**src/ssmc_pkg.sv**
```systemverilog
// constants for the supply supervisor mode control block
package ssmc_pkg;

    // bus geometry
    localparam int ADDR_W = 8;

    // register byte offsets
    localparam logic [7:0] OFF_CORE_CTL = 8'h00;
    localparam logic [7:0] OFF_MAIN_CTL = 8'h04;
    localparam logic [7:0] OFF_MODE = 8'h08;
    localparam logic [7:0] OFF_LEVEL = 8'h0c;
    localparam logic [7:0] OFF_STATUS = 8'h10;

    // supervisor control field positions (same for both sides)
    localparam int F_SUP_EN = 0;
    localparam int F_SUP_MODE = 1;
    localparam int F_FAST_PERF = 2;
    localparam int F_MON_EN = 3;
    localparam int F_MON_FAST = 4;
    localparam int F_AUTO_CTL = 5;
    localparam int CFG_W = 6;

    // status field positions
    localparam int S_CORE_PEND = 0;
    localparam int S_MAIN_PEND = 1;
    localparam int S_WAKE_SLOW = 2;
    localparam int S_STUCK = 3;
    localparam int S_STATES = 4;
    localparam int S_MODE = 12;

    // reset values
    localparam logic [CFG_W-1:0] CFG_RESET = 6'h00;
    localparam logic [1:0] LEVEL_RESET = 2'h0;

    // supervisor / monitor states
    localparam logic [1:0] ST_OFF = 2'h0;
    localparam logic [1:0] ST_NORMAL = 2'h1;
    localparam logic [1:0] ST_FULL = 2'h2;

    // power modes
    localparam logic [2:0] PM_ACTIVE_RUN = 3'h0;
    localparam logic [2:0] PM_LIGHT_SLEEP0 = 3'h1;
    localparam logic [2:0] PM_LIGHT_SLEEP1 = 3'h2;
    localparam logic [2:0] PM_DEEP_SLEEP_TWO = 3'h3;
    localparam logic [2:0] PM_DEEP_SLEEP_THREE = 3'h4;
    localparam logic [2:0] PM_DEEP_SLEEP_FOUR = 3'h5;

    // axi responses
    localparam logic [1:0] RESP_OKAY = 2'h0;
    localparam logic [1:0] RESP_SLVERR = 2'h2;

    // timing
    localparam int CLK_PERIOD_NS = 40;
    localparam int FAST_SETTLE_NS = 2000;
    localparam int NORM_SETTLE_NS = 150000;
    localparam int WAKE_WINDOW_NS = 1000;
    localparam int CNT_W = 12;
    localparam logic [CNT_W-1:0] FAST_SETTLE_CYC =
        CNT_W'((FAST_SETTLE_NS + CLK_PERIOD_NS - 1) / CLK_PERIOD_NS);
    localparam logic [CNT_W-1:0] NORM_SETTLE_CYC =
        CNT_W'((NORM_SETTLE_NS + CLK_PERIOD_NS - 1) / CLK_PERIOD_NS);
    localparam logic [CNT_W-1:0] WAKE_WINDOW_CYC =
        CNT_W'(WAKE_WINDOW_NS / CLK_PERIOD_NS);

    // sleep sequencer
    typedef enum logic [1:0] {PS_RUN, PS_DEEP, PS_STUCK} ssmc_ps_type;

endpackage

```
**src/ssmc_top.sv**
```systemverilog
// supply supervisor mode control with axi4-lite registers
`timescale 1ns/1ns
module ssmc_top (
    // clock and reset
    input wire logic aclk,
    input wire logic aresetn,
    // axi4-lite write address
    input wire logic awvalid,
    output logic awready,
    input wire logic [ssmc_pkg::ADDR_W-1:0] awaddr,
    input wire logic [2:0] awprot,
    // axi4-lite write data
    input wire logic wvalid,
    output logic wready,
    input wire logic [31:0] wdata,
    input wire logic [3:0] wstrb,
    // axi4-lite write response
    output logic bvalid,
    input wire logic bready,
    output logic [1:0] bresp,
    // axi4-lite read address
    input wire logic arvalid,
    output logic arready,
    input wire logic [ssmc_pkg::ADDR_W-1:0] araddr,
    input wire logic [2:0] arprot,
    // axi4-lite read data
    output logic rvalid,
    input wire logic rready,
    output logic [31:0] rdata,
    output logic [1:0] rresp,
    // power events
    input wire logic wake_irq,
    input wire logic isr_sleep_req,
    input wire logic [2:0] isr_sleep_mode,
    input wire logic soft_power_up_clear,
    input wire logic core_voltage_ok,
    // supervisor status
    output logic [1:0][1:0] sup_state,
    output logic [1:0][1:0] mon_state,
    output logic [1:0] settle_pending,
    output logic wake_slow,
    output logic device_reset,
    output logic sleep_stuck,
    output logic [2:0] power_mode,
    output logic [1:0] core_level
);

    localparam int FAST_N = 50;
    localparam int NORM_N = 3750;

    logic aw_got;
    logic w_got;
    logic [ssmc_pkg::ADDR_W-1:0] aw_addr;
    logic [31:0] w_data;
    logic [3:0] w_strb;
    logic wr_fire;
    logic wr_ok;
    logic wr_hit;
    logic [1:0] wr_cfg;
    logic wr_mode;
    logic wr_raise;
    logic [1:0][ssmc_pkg::CFG_W-1:0] cfg;
    logic [1:0][ssmc_pkg::CNT_W-1:0] cnt;
    logic level_rising;
    logic deep;
    logic [ssmc_pkg::CNT_W-1:0] win;
    logic risk;
    logic risky;
    logic main_drop;
    logic req;
    logic [2:0] req_mode;
    logic req_deep;
    logic slow_now;
    logic [31:0] status;
    logic [31:0] next_rdata;
    logic rd_hit;
    ssmc_pkg::ssmc_ps_type ps;

    function automatic logic [1:0] sup_map(
        input logic [ssmc_pkg::CFG_W-1:0] c,
        input logic in_deep
    );
        logic [1:0] awake;
        awake = c[ssmc_pkg::F_FAST_PERF] ? ssmc_pkg::ST_FULL
                                         : ssmc_pkg::ST_NORMAL;
        if (!c[ssmc_pkg::F_SUP_EN]) begin
            sup_map = ssmc_pkg::ST_OFF;
        end else if (!in_deep) begin
            sup_map = awake;
        end else if (!c[ssmc_pkg::F_AUTO_CTL]) begin
            sup_map = c[ssmc_pkg::F_SUP_MODE] ? awake : ssmc_pkg::ST_OFF;
        end else begin
            sup_map = (c[ssmc_pkg::F_SUP_MODE] && c[ssmc_pkg::F_FAST_PERF])
                      ? ssmc_pkg::ST_NORMAL : ssmc_pkg::ST_OFF;
        end
    endfunction

    function automatic logic [1:0] mon_map(
        input logic [ssmc_pkg::CFG_W-1:0] c,
        input logic in_deep
    );
        logic [1:0] awake;
        awake = c[ssmc_pkg::F_MON_FAST] ? ssmc_pkg::ST_FULL
                                        : ssmc_pkg::ST_NORMAL;
        if (!c[ssmc_pkg::F_MON_EN]) begin
            mon_map = ssmc_pkg::ST_OFF;
        end else if (!in_deep || !c[ssmc_pkg::F_AUTO_CTL]) begin
            mon_map = awake;
        end else begin
            mon_map = c[ssmc_pkg::F_MON_FAST] ? ssmc_pkg::ST_NORMAL
                                              : ssmc_pkg::ST_OFF;
        end
    endfunction

    // write decode
    assign wr_fire = aw_got && w_got && !bvalid;
    assign wr_ok = wr_fire && w_strb[0];
    assign wr_cfg[0] = wr_ok && aw_addr == ssmc_pkg::OFF_CORE_CTL;
    assign wr_cfg[1] = wr_ok && aw_addr == ssmc_pkg::OFF_MAIN_CTL;
    assign wr_mode = wr_ok && aw_addr == ssmc_pkg::OFF_MODE;
    assign wr_raise = wr_ok && aw_addr == ssmc_pkg::OFF_LEVEL
                      && w_data[1:0] > core_level;
    assign wr_hit = aw_addr == ssmc_pkg::OFF_CORE_CTL
                    || aw_addr == ssmc_pkg::OFF_MAIN_CTL
                    || aw_addr == ssmc_pkg::OFF_MODE
                    || aw_addr == ssmc_pkg::OFF_LEVEL
                    || aw_addr == ssmc_pkg::OFF_STATUS;

    // axi write channels
    always_ff @(posedge aclk) begin
        if (!aresetn) begin
            awready <= 1'b1;
            wready <= 1'b1;
            aw_got <= 1'b0;
            w_got <= 1'b0;
            aw_addr <= '0;
            w_data <= '0;
            w_strb <= '0;
            bvalid <= 1'b0;
            bresp <= ssmc_pkg::RESP_OKAY;
        end else begin
            if (awvalid && awready) begin
                aw_addr <= awaddr;
                aw_got <= 1'b1;
                awready <= 1'b0;
            end
            if (wvalid && wready) begin
                w_data <= wdata;
                w_strb <= wstrb;
                w_got <= 1'b1;
                wready <= 1'b0;
            end
            if (wr_fire) begin
                aw_got <= 1'b0;
                w_got <= 1'b0;
                bvalid <= 1'b1;
                bresp <= wr_hit ? ssmc_pkg::RESP_OKAY : ssmc_pkg::RESP_SLVERR;
            end else if (bvalid && bready) begin
                bvalid <= 1'b0;
                awready <= 1'b1;
                wready <= 1'b1;
            end
        end
    end

    // read mux
    always_comb begin
        status = '0;
        status[ssmc_pkg::S_CORE_PEND] = settle_pending[0];
        status[ssmc_pkg::S_MAIN_PEND] = settle_pending[1];
        status[ssmc_pkg::S_WAKE_SLOW] = wake_slow;
        status[ssmc_pkg::S_STUCK] = sleep_stuck;
        status[ssmc_pkg::S_STATES +: 8] = {mon_state[1], sup_state[1],
                                           mon_state[0], sup_state[0]};
        status[ssmc_pkg::S_MODE +: 3] = power_mode;
        next_rdata = '0;
        rd_hit = 1'b1;
        case (araddr)
            ssmc_pkg::OFF_CORE_CTL: next_rdata[5:0] = cfg[0];
            ssmc_pkg::OFF_MAIN_CTL: next_rdata[5:0] = cfg[1];
            ssmc_pkg::OFF_MODE: next_rdata[2:0] = power_mode;
            ssmc_pkg::OFF_LEVEL: next_rdata[1:0] = core_level;
            ssmc_pkg::OFF_STATUS: next_rdata = status;
            default: rd_hit = 1'b0;
        endcase
    end

    // axi read channels
    always_ff @(posedge aclk) begin
        if (!aresetn) begin
            arready <= 1'b1;
            rvalid <= 1'b0;
            rdata <= '0;
            rresp <= ssmc_pkg::RESP_OKAY;
        end else if (arvalid && arready) begin
            arready <= 1'b0;
            rvalid <= 1'b1;
            rdata <= next_rdata;
            rresp <= rd_hit ? ssmc_pkg::RESP_OKAY : ssmc_pkg::RESP_SLVERR;
        end else if (rvalid && rready) begin
            rvalid <= 1'b0;
            arready <= 1'b1;
        end
    end

    // per-side configuration, settle timing and state mapping
    for (genvar i = 0; i < 2; i++) begin : g_side
        logic restart;
        logic fp_next;
        assign restart = wr_cfg[i] || (i == 0 && wr_raise);
        assign fp_next = wr_cfg[i] ? w_data[ssmc_pkg::F_FAST_PERF]
                                   : cfg[i][ssmc_pkg::F_FAST_PERF];

        always_ff @(posedge aclk) begin
            if (!aresetn) begin
                cfg[i] <= ssmc_pkg::CFG_RESET;
            end else if (wr_cfg[i]) begin
                cfg[i] <= w_data[ssmc_pkg::CFG_W-1:0];
            end
        end

        always_ff @(posedge aclk) begin
            if (!aresetn) begin
                settle_pending[i] <= 1'b0;
                cnt[i] <= '0;
            end else if (restart) begin
                settle_pending[i] <= 1'b1;
                cnt[i] <= fp_next ? ssmc_pkg::FAST_SETTLE_CYC
                                  : ssmc_pkg::NORM_SETTLE_CYC;
            end else if (cnt[i] == 12'h001) begin
                settle_pending[i] <= 1'b0;
                cnt[i] <= '0;
            end else if (cnt[i] != '0) begin
                cnt[i] <= cnt[i] - 12'h001;
            end
        end

        always_ff @(posedge aclk) begin
            if (!aresetn) begin
                sup_state[i] <= ssmc_pkg::ST_OFF;
                mon_state[i] <= ssmc_pkg::ST_OFF;
            end else begin
                sup_state[i] <= sup_map(cfg[i], deep);
                mon_state[i] <= mon_map(cfg[i], deep);
            end
        end
    end

    // core level and raise fault
    always_ff @(posedge aclk) begin
        if (!aresetn) begin
            core_level <= ssmc_pkg::LEVEL_RESET;
            level_rising <= 1'b0;
            device_reset <= 1'b0;
        end else begin
            device_reset <= 1'b0;
            if (wr_ok && aw_addr == ssmc_pkg::OFF_LEVEL) begin
                core_level <= w_data[1:0];
                level_rising <= wr_raise;
            end else if (cnt[0] == 12'h001 && !wr_cfg[0]) begin
                level_rising <= 1'b0;
                device_reset <= level_rising && !core_voltage_ok;
            end
        end
    end

    assign slow_now =
        (cfg[0][ssmc_pkg::F_SUP_EN] && !cfg[0][ssmc_pkg::F_FAST_PERF])
        || (cfg[0][ssmc_pkg::F_MON_EN] && !cfg[0][ssmc_pkg::F_MON_FAST]);

    always_ff @(posedge aclk) begin
        if (!aresetn) begin
            wake_slow <= 1'b0;
        end else begin
            wake_slow <= slow_now;
        end
    end

    assign main_drop =
        (sup_map(cfg[1], 1'b0) == ssmc_pkg::ST_NORMAL
         && sup_map(cfg[1], 1'b1) == ssmc_pkg::ST_OFF)
        || (mon_map(cfg[1], 1'b0) == ssmc_pkg::ST_NORMAL
            && mon_map(cfg[1], 1'b1) == ssmc_pkg::ST_OFF);
    assign risky = (|settle_pending) || (!slow_now && main_drop);

    // one entry path for both sources
    assign req = wr_mode || isr_sleep_req;
    assign req_mode = wr_mode ? w_data[2:0] : isr_sleep_mode;
    assign req_deep = req_mode >= ssmc_pkg::PM_DEEP_SLEEP_TWO
                      && req_mode <= ssmc_pkg::PM_DEEP_SLEEP_FOUR;
    assign deep = ps != ssmc_pkg::PS_RUN;

    // sleep sequencer
    always_ff @(posedge aclk) begin
        if (!aresetn) begin
            ps <= ssmc_pkg::PS_RUN;
            power_mode <= ssmc_pkg::PM_ACTIVE_RUN;
            sleep_stuck <= 1'b0;
            win <= '0;
            risk <= 1'b0;
        end else if (soft_power_up_clear) begin
            ps <= ssmc_pkg::PS_RUN;
            power_mode <= ssmc_pkg::PM_ACTIVE_RUN;
            sleep_stuck <= 1'b0;
            win <= '0;
        end else begin
            case (ps)
                ssmc_pkg::PS_RUN: begin
                    if (req && req_mode <= ssmc_pkg::PM_DEEP_SLEEP_FOUR) begin
                        power_mode <= req_mode;
                        if (req_deep) begin
                            ps <= ssmc_pkg::PS_DEEP;
                            win <= ssmc_pkg::WAKE_WINDOW_CYC;
                            risk <= risky;
                        end
                    end else if (wake_irq) begin
                        power_mode <= ssmc_pkg::PM_ACTIVE_RUN;
                    end
                end
                ssmc_pkg::PS_DEEP: begin
                    if (win != '0) begin
                        win <= win - 12'h001;
                    end
                    if (wake_irq) begin
                        if (win != '0 && risk) begin
                            ps <= ssmc_pkg::PS_STUCK;
                            sleep_stuck <= 1'b1;
                        end else begin
                            ps <= ssmc_pkg::PS_RUN;
                            power_mode <= ssmc_pkg::PM_ACTIVE_RUN;
                        end
                    end
                end
                ssmc_pkg::PS_STUCK: begin
                    sleep_stuck <= 1'b1;
                end
                default: begin
                    ps <= ssmc_pkg::PS_RUN;
                end
            endcase
        end
    end
endmodule

```
**config.mk**
```make
export PLATFORM = sky130hd
export DESIGN_NAME = ssmc_top
export DESIGN_NICKNAME = d
export VERILOG_FILES = /design/src/ssmc_pkg.sv /design/src/ssmc_top.sv
export SDC_FILE = /design/constraint.sdc
export NUM_CORES = 1
export LEC_CHECK = 0
export BUFFER_PORTS_ARGS = -buffer_cell sky130_fd_sc_hd__buf_2
export CELL_PAD_IN_SITES_DETAIL_PLACEMENT = 1
export CELL_PAD_IN_SITES_GLOBAL_PLACEMENT = 2
export CORE_MARGIN = 5
export CORE_UTILIZATION = 31
export DETAILED_ROUTE_END_ITERATION = 6
export GPL_TIMING_DRIVEN = 0
export PLACE_DENSITY = 0.89
export SLEW_MARGIN = 20
export SYNTH_ARGS = -nofsm -noshare
export SYNTH_HDL_FRONTEND = slang
export SYNTH_SLANG_ARGS = --single-unit
```
**constraint.sdc**
```tcl
create_clock -name aclk -period 3.2 [get_ports aclk]
set_input_delay 0.48 -clock aclk [delete_from_list [all_inputs] [get_ports aclk]]
set_output_delay 0.48 -clock aclk [all_outputs]
set_load 0.05 [all_outputs]
```
# ---- Yosys cells after proc, flatten, opt, wreduce, memory -nomap -nowiden
# Cells that the tools add are included.
dict set report word_totals {
  regBits 128
  in_bits 72
  out_inout_bits 59
  word_cells 214
}
dict set report op_classes {
  n_addsub 3
  order_cmp 3
  eq_ne 21
  muxes 74
  n_bitwise 4
  n_reduce_logical 77
}
# cell count
set ops {}
lappend ops {{$mux W12} 11}
lappend ops {{$mux W2} 23}
lappend ops {{$reduce_bool A12 Y1} 3}
lappend ops {{$sub A12 B1 Y12 const B} 3}
lappend ops {{$eq A8 B4 Y1 const B} 4}
lappend ops {{$mux W1} 27}
lappend ops {{$logic_and A1 B1 Y1} 25}
lappend ops {{$eq A12 B1 Y1 const B} 2}
lappend ops {{$pmux W12 S2} 1}
lappend ops {{$eq A8 B3 Y1 const B} 2}
lappend ops {{$eq A8 B5 Y1 const B} 2}
lappend ops {{$logic_not A8 Y1} 2}
lappend ops {{$reduce_and A4 Y1} 4}
lappend ops {{$reduce_bool A2 Y1} 8}
lappend ops {{$mux W3} 5}
lappend ops {{$ne A2 B2 Y1 const B} 6}
lappend ops {{$logic_or A1 B1 Y1} 11}
lappend ops {{$pmux W2 S5} 1}
lappend ops {{$logic_not A1 Y1} 9}
lappend ops {{$mux W9} 1}
lappend ops {{$pmux W3 S3} 1}
lappend ops {{$reduce_and A2 Y1} 4}
lappend ops {{$eq A2 B1 Y1 const B} 3}
lappend ops {{$logic_not A2 Y1} 3}
lappend ops {{other kinds (15)} 21}

# ---- Longest topological paths before layout
# Gate-level depths: netlist (run 1).
dict set report depth {
  depth_word 10
  depth_mapped 8
  mapped_depth_nobuf 7
}

# ---- Worst setup path before layout (run 1)
# No wires, ideal clock.
dict set report synth_timing {
  path_kind {register -> register}
  startpoint {reg aw_addr[0] (netlist name)}
  endpoint {reg cnt[20] (netlist name)}
  t_arrival_ps 2314
  required_time_ps 3133
  setup_slack_ps 819
  path_stages_with_launch 7
  synth_period_minus_slack_ps 2381
  cell_sequence {dfxtp_1 -> or4_4 -> or4_4 -> buf_6 -> o211a_4 -> or4_4 -> a21oi_2}
}
dict set report synth_via {
  elab_chain_cells 3
  elab_cells_between_ends 4
  classes_between {eq/ne (1); mux (1); reduce/logical (2)}
}
# element line_no
set synth_lines {}
lappend synth_lines {{start, declared} ssmc_top.sv:53} ;# logic [ssmc_pkg::ADDR_W-1:0] aw_addr;
lappend synth_lines {{start signal, assigned} ssmc_top.sv:143} ;# aw_addr <= awaddr;
lappend synth_lines {{$eq A8 B3 Y1 (*)} ssmc_top.sv:119} ;# assign wr_cfg[1] = wr_ok && aw_addr == ssmc_pkg::OFF_MAIN_CTL;
lappend synth_lines {{$logic_and A1 B1 Y1 (*)} ssmc_top.sv:119}
lappend synth_lines {{$reduce_bool A3 Y1 (no source line) or $mux W12 (tied branches)} n/a}
lappend synth_lines {{end signal, assigned by index} ssmc_top.sv:228} ;# cnt[i] <= fp_next ? ssmc_pkg::FAST_SETTLE_CYC
lappend synth_lines {{end signal, assigned by index} ssmc_top.sv:234} ;# cnt[i] <= cnt[i] - 12'h001;
lappend synth_lines {{end, declared} ssmc_top.sv:63} ;# logic [1:0][ssmc_pkg::CNT_W-1:0] cnt;
# Every way passes the cells marked *; elsewhere a longest branch is shown, timed or not.
# A chain may end at the register's enable or synchronous reset.

# ---- Worst setup path after layout (run 1)
dict set report layout_timing {
  startpoint {reg win[0] (netlist name)}
  endpoint {reg win[0] (netlist name)}
}
dict set report layout_via {
  elab_chain_cells 3
  elab_cells_between_ends 6
  classes_between {add/sub (1); eq/ne (1); mux (2); reduce/logical (2)}
}
# element line_no
set layout_lines {}
lappend layout_lines {{start, declared} ssmc_top.sv:66} ;# logic [ssmc_pkg::CNT_W-1:0] win;
lappend layout_lines {{start signal, assigned} ssmc_top.sv:313} ;# win <= ssmc_pkg::WAKE_WINDOW_CYC;
lappend layout_lines {{start signal, assigned} ssmc_top.sv:322} ;# win <= win - 12'h001;
lappend layout_lines {{$sub A12 B1 Y12 or $reduce_bool A12 Y1 (tied branches)} {ssmc_top.sv:322, ssmc_top.sv:321}}
lappend layout_lines {{$mux W12 or $ne A2 B2 Y1 (tied branches)} n/a}
lappend layout_lines {{$pmux W12 S2 or $reduce_and A4 Y1 (tied branches)} n/a}
# Several ways; a longest one is shown, not always the timed one. The select of a mux whose other input is x is not followed.

==> results of run 1 <==
==> report_power, final <==
part / switching, mW / internal, mW
Sequential: 0.174 / 1.52
Combinational: 0.826 / 0.607
Clock: 0.516 / 0.682
==> registers in the layout (all words and copies together), names as in the netlist, 2 cells and up <==
signal          count
rdata              15
mon_state           4
ps                  2
core_level          2
aw_addr             8
w_data              6
power_mode          3
sup_state           4
settle_pending      2
win                12
cfg                12
cnt                24
==> synth_stat cells, types with 13 or more instances <==
cell type                  count  area [µm²]
sky130_fd_sc_hd__clkbuf_1     24        90.1
sky130_fd_sc_hd__a21oi_1      65         325
sky130_fd_sc_hd__mux2i_1      17         170
sky130_fd_sc_hd__nand2_1      66         248
sky130_fd_sc_hd__nand3_1      31         155
sky130_fd_sc_hd__inv_1        25        93.8
sky130_fd_sc_hd__o21ai_0      29         145
sky130_fd_sc_hd__nand2b_1     13        81.3
sky130_fd_sc_hd__nor3_1       16        80.1
sky130_fd_sc_hd__xnor2_1      18         158
sky130_fd_sc_hd__buf_4        19         143
sky130_fd_sc_hd__dfxtp_1     109        2180
sky130_fd_sc_hd__nor2_1       51         191
sky130_fd_sc_hd__nor4_1       13        81.3
==> cells by family (layout without fill, tap and decap cells) <==
family	count (synthesis)	after routing
compound gates	146	146
xor+xnor	23	23
fa+ha+maj	8	8
buf+inv	75	163
flops	109	109
mux	17	17
other cells	1	19
simple gates	255	255
==> final cells by class <==
class / instances / area (µm²) / area share
tap: 220 / 275 / 0.0438
multi-input combinational: 468 / 2790 / 0.444
sequential: 109 / 2180 / 0.347
clock inverter: 7 / 90.1 / 0.0143
timing repair buffer: 72 / 360 / 0.0573
buffer: 50 / 268 / 0.0426
clock buffer: 9 / 225 / 0.0358
inverter: 25 / 93.8 / 0.0149
==> layer usage <==
layer / GRT usage / wire length (µm) / vias up
met3: 0.0245 / 711 / 16
met4: 0.0515 / 228 / 0
met1: 0.209 / 7360 / 2362
met5: 0 / 0 / -
met2: 0.274 / 7510 / 101
li1: - / - / 2411
==> through the flow <==
stage,hold WS [ps],instance area (µm²)
global route,322,6280
floorplan,416,5330
CTS,328,6280
finish,325,6280
global placement,445,5960
detailed placement,457,5960
==> worst max path at each step <==
stage	startpoint	to	slack, ps
floorplan	aw_addr[0]$_SDFFE_PN0P_	cnt[20]$_SDFFE_PN0P_	820
global placement	win[0]$_SDFFE_PP0P_	win[0]$_SDFFE_PP0P_	590
detailed placement	win[0]$_SDFFE_PP0P_	win[0]$_SDFFE_PP0P_	450
CTS	win[0]$_SDFFE_PP0P_	win[0]$_SDFFE_PP0P_	420
global route	win[0]$_SDFFE_PP0P_	win[0]$_SDFFE_PP0P_	200
finish	win[0]$_SDFFE_PP0P_	win[0]$_SDFFE_PP0P_	430
==> results, run 1 <==
- Clock-pin slew was measured on the worst setup and hold paths at 70 ps.
- The tool flagged a number of max-cap violations equal to 0.
- TritonCTS built the clock tree.
- The sum of routed wire length over all layers is 15800 µm.
- The hold violation count in the final report was 0.
- The compound-gate portion of the synthesized area is 0.171.
- The cell count of the worst reg-to-reg path is 7.
- The worst setup skew after layout is 7.75 ps.
- The critical path contains buffers and inverters numbering 2 combined.
- For the worst setup path, the data required time is 3450 ps.
- For this run, the post-layout net count is between 800 and 900.
- The minimum setup slack after placement is approximately 450 ps.
- In the final routed layout, each cell accounts on average for roughly 16 µm.
- STA classifies the critical path endpoint as a flip-flop.
- The first-pass detailed-route iteration total is 5.
- Excluding fillers, the count of instances in the completed layout stands at 960.
- The part of the cycle the worst path needs is 0.866.
- The post-route core utilization is 0.378.
- Yosys printed 0 warnings.
- The largest fanout of any net on the critical path is 10.
- The count of flip-flops with a built-in enable after synthesis is 0.
- The number of clock buffers added by TritonCTS is 9.
- The worst-case IR drop observed on VDD is roughly 0.28 mV.
- During I/O placement, the number of pins put on the boundary was 131.
- Once detail routing completed, the nets flagged for antenna violations numbered 0.
- The startpoint of the worst-slack reg-to-reg timing path is win[0]$_SDFFE_PP0P_.
- The minimum period implied by the final worst setup slack is around 2800 ps.
- The number of inserted diodes is 0.
- Derived from the worst setup path, the maximum achievable clock frequency is 361 MHz.
- At the pin with the least slew margin, the transition time is between 700 and 800 ps.
- After floorplanning, the core was divided into between 40 and 50 placement rows.
- The library cell used most frequently in the layout, excluding fill and tap cells, is sky130_fd_sc_hd__dfxtp_1.
- The total clock sinks is around 110.
- The number of fill cells is 2056.
- The critical path launch point type is a flip-flop.
- The critical path goes through inv_1, ha_1, or4b_2, o41ai_2, clkbuf_1, o21ai_0, o21ba_2.
- The number of antenna violations at the first check in global routing is 0.
- The number of standard cells after synthesis is roughly 630.
- The worst-case headroom to the max-slew limit is 0.507.
- The power after layout is around 4.3 mW.
- Counting instances, the worst hold path has a depth of 2.
- The effective utilization at floorplan is 0.316.
- The setup total negative slack is 0 ps.
- Of the total synthesized cell area, the portion taken by AND, OR, NAND and NOR gates is 0.255.
- The area of the core is about 17000 µm².
- The post-synthesis adder-cell area fraction is 0.0190.
- The via count of the first global-routing pass was 5183.
- A synthesized cell averages between 8 and 9 µm².
- Power spread over the standard cell area amounts to 688 nW/µm².
- The slowest stage of the critical path is the sky130_fd_sc_hd__or4b_2 cell.
- The clock passes through at most 2 buffers.
- Across every metal layer, demand over resource in global routing totals 0.161.
- Synthesis inferred 109 register bits.
- The leftover overflow at the end of global routing is 0.
- In this run the critical register-to-register path is captured at win[0]$_SDFFE_PP0P_.
- Setup violations remaining at the end of the flow were counted as 0.
- The family of cells with the greatest summed delay on the critical path is compound AO/OA/AOI/OAI gates.
- The routed layout has 4890 vias.
- The portion of synthesized area spent on multiplexers is 0.0324.
- Of the total synthesized cell area, the portion taken by XOR and XNOR cells is 0.0383.
- From left edge to right edge, the die measures 140 µm.
- Of all flip-flops after synthesis, the portion carrying an async set or reset was 0.
- The congestion estimate from routability-driven global placement came to 0.832.
- Entering global routing, the biggest net connects 18 pins.
- The sum of net half-perimeters after detailed placement is 12000 µm.
- The global-route wire length before repair is 26300 µm.
- The latest clock arrival within the worst-skew pair is ~350 ps.
- In the post-route analysis, the smallest setup slack over all paths is about 430 ps.
- By area, the combinational part of the netlist is dominated by simple AND/OR/NAND/NOR gates.
- The delay of the slowest critical-path stage is just under 700 ps.
- For this block, the initial DRC count from the detailed router was 224.
- In this run the static leakage power is 2.48 nW.
- Of the cells placed in the final design, the portion with a size suffix greater than 1 is 0.180.
- In the layout the commonest cells are 109 x sky130_fd_sc_hd__dfxtp_1, 73 x sky130_fd_sc_hd__buf_2, 66 x sky130_fd_sc_hd__nand2_1.
- The worst reg-to-reg setup slack is between 400 and 500 ps.
- The post-synthesis cell type count is just over 60.
- The H-tree level count is 3.
- Once placement completed, the tool counted placed cells totaling between 900 and 1000.
- The die covers a little under 20000 µm².
- The area of the mapped netlist is between 5000 and 6000 µm².
- The quantity of hold-fixing buffers added after cts is 0.
- The clock tree root buffer cell is sky130_fd_sc_hd__clkbuf_16.
- The sink of the worst hold path is device_reset$_SDFF_PP0_.
- After detailed routing, the number of vias per cell comes to 5.09.
- Measured along the y axis, the die boundary spans 140 µm.
- In this run the most critical hold path is launched from core_voltage_ok.
- The type of the tightest min-delay check is in2reg.
- The critical path is of the reg2reg type.
- In the synthesized netlist the dominant register cell turns out to be sky130_fd_sc_hd__dfxtp_1.
- The remaining routing DRC violations is 0.
- STA puts the critical path data arrival time at 3020 ps.
- The total number of cells along the worst setup path is 7.
- The flow ran to the end, and the final reports show no timing, DRC or antenna violations.
- The area growth from synthesis to layout is 19.5%.
- The total of cells resized after clock tree synthesis is 0.
- The number of port buffers is 72.
- Post-CTS timing repair inserted 0 buffers for setup.
- The post-synthesis sequential area ratio is 0.415.
- Setup repair after global routing left no endpoint under its margin.
- The total count of max-transition violations in the final report is 0.
Note: power is estimated with default switching activity, not from simulation.
==> run 2, diff against run 1 <==
CORE_ASPECT_RATIO = 1.25   (was not set)
PLACE_DENSITY = 0.87   (was 0.89)
==> results, run 2 (same netlist as run 1, synthesis figures left out) <==
- The run finished with clean final reports.
- The largest fanout of any net on the critical path is 9 (-1).
- The clock tree root buffer cell is sky130_fd_sc_hd__clkbuf_16.
- Setup repair after global routing left no endpoint under its margin.
- The remaining routing DRC violations is 0 (unchanged).
- In the layout the commonest cells are 109 x sky130_fd_sc_hd__dfxtp_1, 73 x sky130_fd_sc_hd__buf_2, 66 x sky130_fd_sc_hd__nand2_1.
- The delay of the slowest critical-path stage is 730 ps (+40 ps).
- The family of cells with the greatest summed delay on the critical path is simple AND/OR/NAND/NOR gates.
- The worst setup path is captured at a flip-flop.
- The latest clock arrival within the worst-skew pair is 350 ps (about the same).
- The via count of the first global-routing pass is 5117 (-1.3%).
- The number of placement rows is 53 (+13%).
- The routed length on met3 is 602 µm (-15%).
- The placer's final routability congestion estimate was 0.839 (+0.87%).
- The first-pass detailed-route iteration total was 4 (-1).
- The number of fill cells is 2020 (-1.8%).
- The I/O pin count is 131 (unchanged).
- The sum of net half-perimeters after detailed placement was 12000 µm (-0.11%).
- The die height is 156 µm (+11%).
- The post-route met1 wirelength was 6640 µm (-9.7%).
- The total internal power is 2.81 mW (about the same).
- The H-tree level count was 3 (unchanged).
- The width of the die is 126 µm (-9.8%).
- The total of cells resized after clock tree synthesis is 0 (unchanged).
- The number of flip-flops in the largest register is 24 (unchanged).
- The worst setup skew after layout came to 8.83 ps (+1.08 ps).
- The setup total negative slack is 0 ps (unchanged).
- The setup fix buffers added after clock tree synthesis was 0 (unchanged).
- The cell area reported after detailed placement is 5970 µm² (+0.10%).
- The area of all placed cells without fillers is 6280 µm² (about the same).
- The TritonCTS clock tree is done.
- The worst supply voltage drop on vdd was 0.294 mV (+4.1%).
- The layout cell share with drive strength beyond 1 is 0.178 (-0.00135).
- The TritonCTS buffer count was 9 (unchanged).
- The effective utilization at floorplan was 0.313 (-0.00255).
- The quantity of hold-fixing buffers added after cts is 0 (unchanged).
- The leakage power summed over all cells came to 2.48 nW (-0.26%).
- The number of maximum-capacitance constraint violations is 0 (unchanged).
- The number of antenna violations at the first check in global routing is 0 (unchanged).
- The clock slew seen by the registers of the worst setup and hold paths is 80 ps (about the same).
- The storage element area was 2180 µm² (unchanged).
- The worst-case clock buffer depth is 2 (unchanged).
- The total clock sinks is 109 (unchanged).
- The count of antenna-violating nets left after detailed routing is 0 (unchanged).
- The switching component of the power is 1.50 mW (-0.78%).
- The number of port buffers was 72 (unchanged).
- The routed wire length per instance is 16.1 µm (-2.1%).
- The hold violation count in the final report was 0 (unchanged).
- By startpoint and endpoint, the worst setup path is classified as reg2reg.
- Routed signal wires occupy layers up through met4.
- Counting flops per register, the top entry is cnt.
- The initial DRC count is 213 (-4.9%).
- The critical path arrival is 2920 ps (-100 ps).
- The worst reg-to-reg setup slack came to 500 ps (+70 ps).
- The layout-stage area growth over the synthesis result came to 19.5% (about the same).
- The die outline area came to 19700 µm² (about the same).
- The number of vias per cell after detailed routing is 5.09 (about the same).
- The signal on the critical path passes through or4_1, clkbuf_1, nor4_2, o21ai_0, nor4_1.
- The area of the core came to 16800 µm² (+0.81%).
- The cell with the biggest individual delay on the critical path is sky130_fd_sc_hd__nor4_2.
- The share of total power in combinational logic is 0.329 (-0.003).
- The leftover overflow at the end of global routing is 0 (unchanged).
- The multi-input logic area is 2790 µm² (unchanged).
- The number of setup violations in the final report is 0 (unchanged).
- The switching share of total power is 0.349 (-0.00201).
- The largest registers in the layout are cnt: 24 flops, rdata: 15 flops.
- The sequential share of power is 0.393 (+0.002).
- The global-route wire length before repair came to 25300 µm (-3.7%).
- The number of nets in the finished design is 815 (unchanged).
- Leaving out fill and tap cells, the most frequent cell in the layout is sky130_fd_sc_hd__dfxtp_1.
- The power density of the placed cells was 686 nW/µm² (-0.23%).
- The minimum period implied by the final worst setup slack is 2700 ps (-72.9 ps).
- The slew at the pin with the worst max-slew slack is 782 ps (+48.6 ps).
- The buffering stage count on the worst path with inverters included is 1 (-1).
- The sum of routed wire length over all layers is 15500 µm (-2.1%).
- The type of the tightest min-delay check is in2reg.
- The total count of max-transition violations in the final report is 0 (unchanged).
- The number of inserted diodes was 0 (unchanged).
- The met2 routed wirelength is 7840 µm (+4.4%).
- The part of the cycle the worst path needs is 0.843 (-0.0228).
- The vias after detailed routing came to 4886 (-0.082%).
- The pin count of the biggest net entering global routing is 18 (unchanged).
- The overall track demand over capacity in global routing is 0.157 (-0.00415).
- The worst-case headroom to the max-slew limit is 0.475 (-0.0327).
- The proportion of power drawn by the clock network is 0.278 (about the same).
- The required time of the critical path is 3420 ps (-30 ps).
- The highest clock frequency the design can meet is 371 MHz (+2.7%).
- The critical path launch point type is a flip-flop.
[run 2: cell count changes in the layout (fill, tap and decap cells not counted), sizes merged]
cell / delta
clkbuf: +1
clkinvlp: +1
clkinv: -2
[run 2: path summary, 6_finish.rpt]
check,start,endpoint,depth (start not counted)
setup reg to reg,cnt[2]$_SDFFE_PN0P_,device_reset$_SDFF_PP0_,5
setup / recovery,cnt[2]$_SDFFE_PN0P_,device_reset$_SDFF_PP0_,5
hold / removal,core_voltage_ok,device_reset$_SDFF_PP0_,2
hold reg to reg,aw_addr[0]$_SDFFE_PN0P_,aw_addr[0]$_SDFFE_PN0P_,2
[run 2: worst register-to-register path, stage by stage (launching register included)]
cell and delay (ps):
sky130_fd_sc_hd__dfxtp_1 360, sky130_fd_sc_hd__or4_1 540, sky130_fd_sc_hd__clkbuf_1 210, sky130_fd_sc_hd__nor4_2 730, sky130_fd_sc_hd__o21ai_0 300, sky130_fd_sc_hd__nor4_1 440
[run 2: routing by layer]
layer / vias to the layer above / GRT usage
met5: - / 0
met4: 0 / 0.0664
li1: 2409 / -
met3: 26 / 0.0226
met1: 2352 / 0.182
met2: 99 / 0.287
[run 2: power by group through the flow]
stage          sequential [mW]  clock (mW)  combinational [mW]
3_5_place_dp              1.72           0                1.43
6_report                  1.69        1.20                1.42
4_1_cts                   1.69        1.23                1.44
2_1_floorplan             1.71           0                1.10
3_3_place_gp              1.70           0                1.37
5_1_grt                   1.72        1.28                1.60
[run 2: per-stage QoR]
| step | util | hold WS (ps) | power (mW) | setup slack, ps | std cells |
|---|---|---|---|---|---|
| after floorplan | - | 416 | 2.81 | 819 | 652 |
| after global placement | 0.355 | 446 | 3.07 | 507 | 944 |
| after detailed placement | 0.356 | 453 | 3.15 | 484 | 944 |
| after CTS | 0.375 | 342 | 4.36 | 446 | 960 |
| after global routing | 0.375 | 347 | 4.60 | 265 | 960 |
| final | 0.375 | 353 | 4.31 | 502 | 960 |
[run 2: layout make-up]
class | instances | area share
buffer | 50 | 0.0426
multi-input combinational | 468 | 0.444
timing repair buffer | 72 | 0.0573
tap | 220 | 0.0438
inverter | 25 | 0.0149
clock inverter | 6 | 0.0139
clock buffer | 10 | 0.0364
sequential | 109 | 0.347
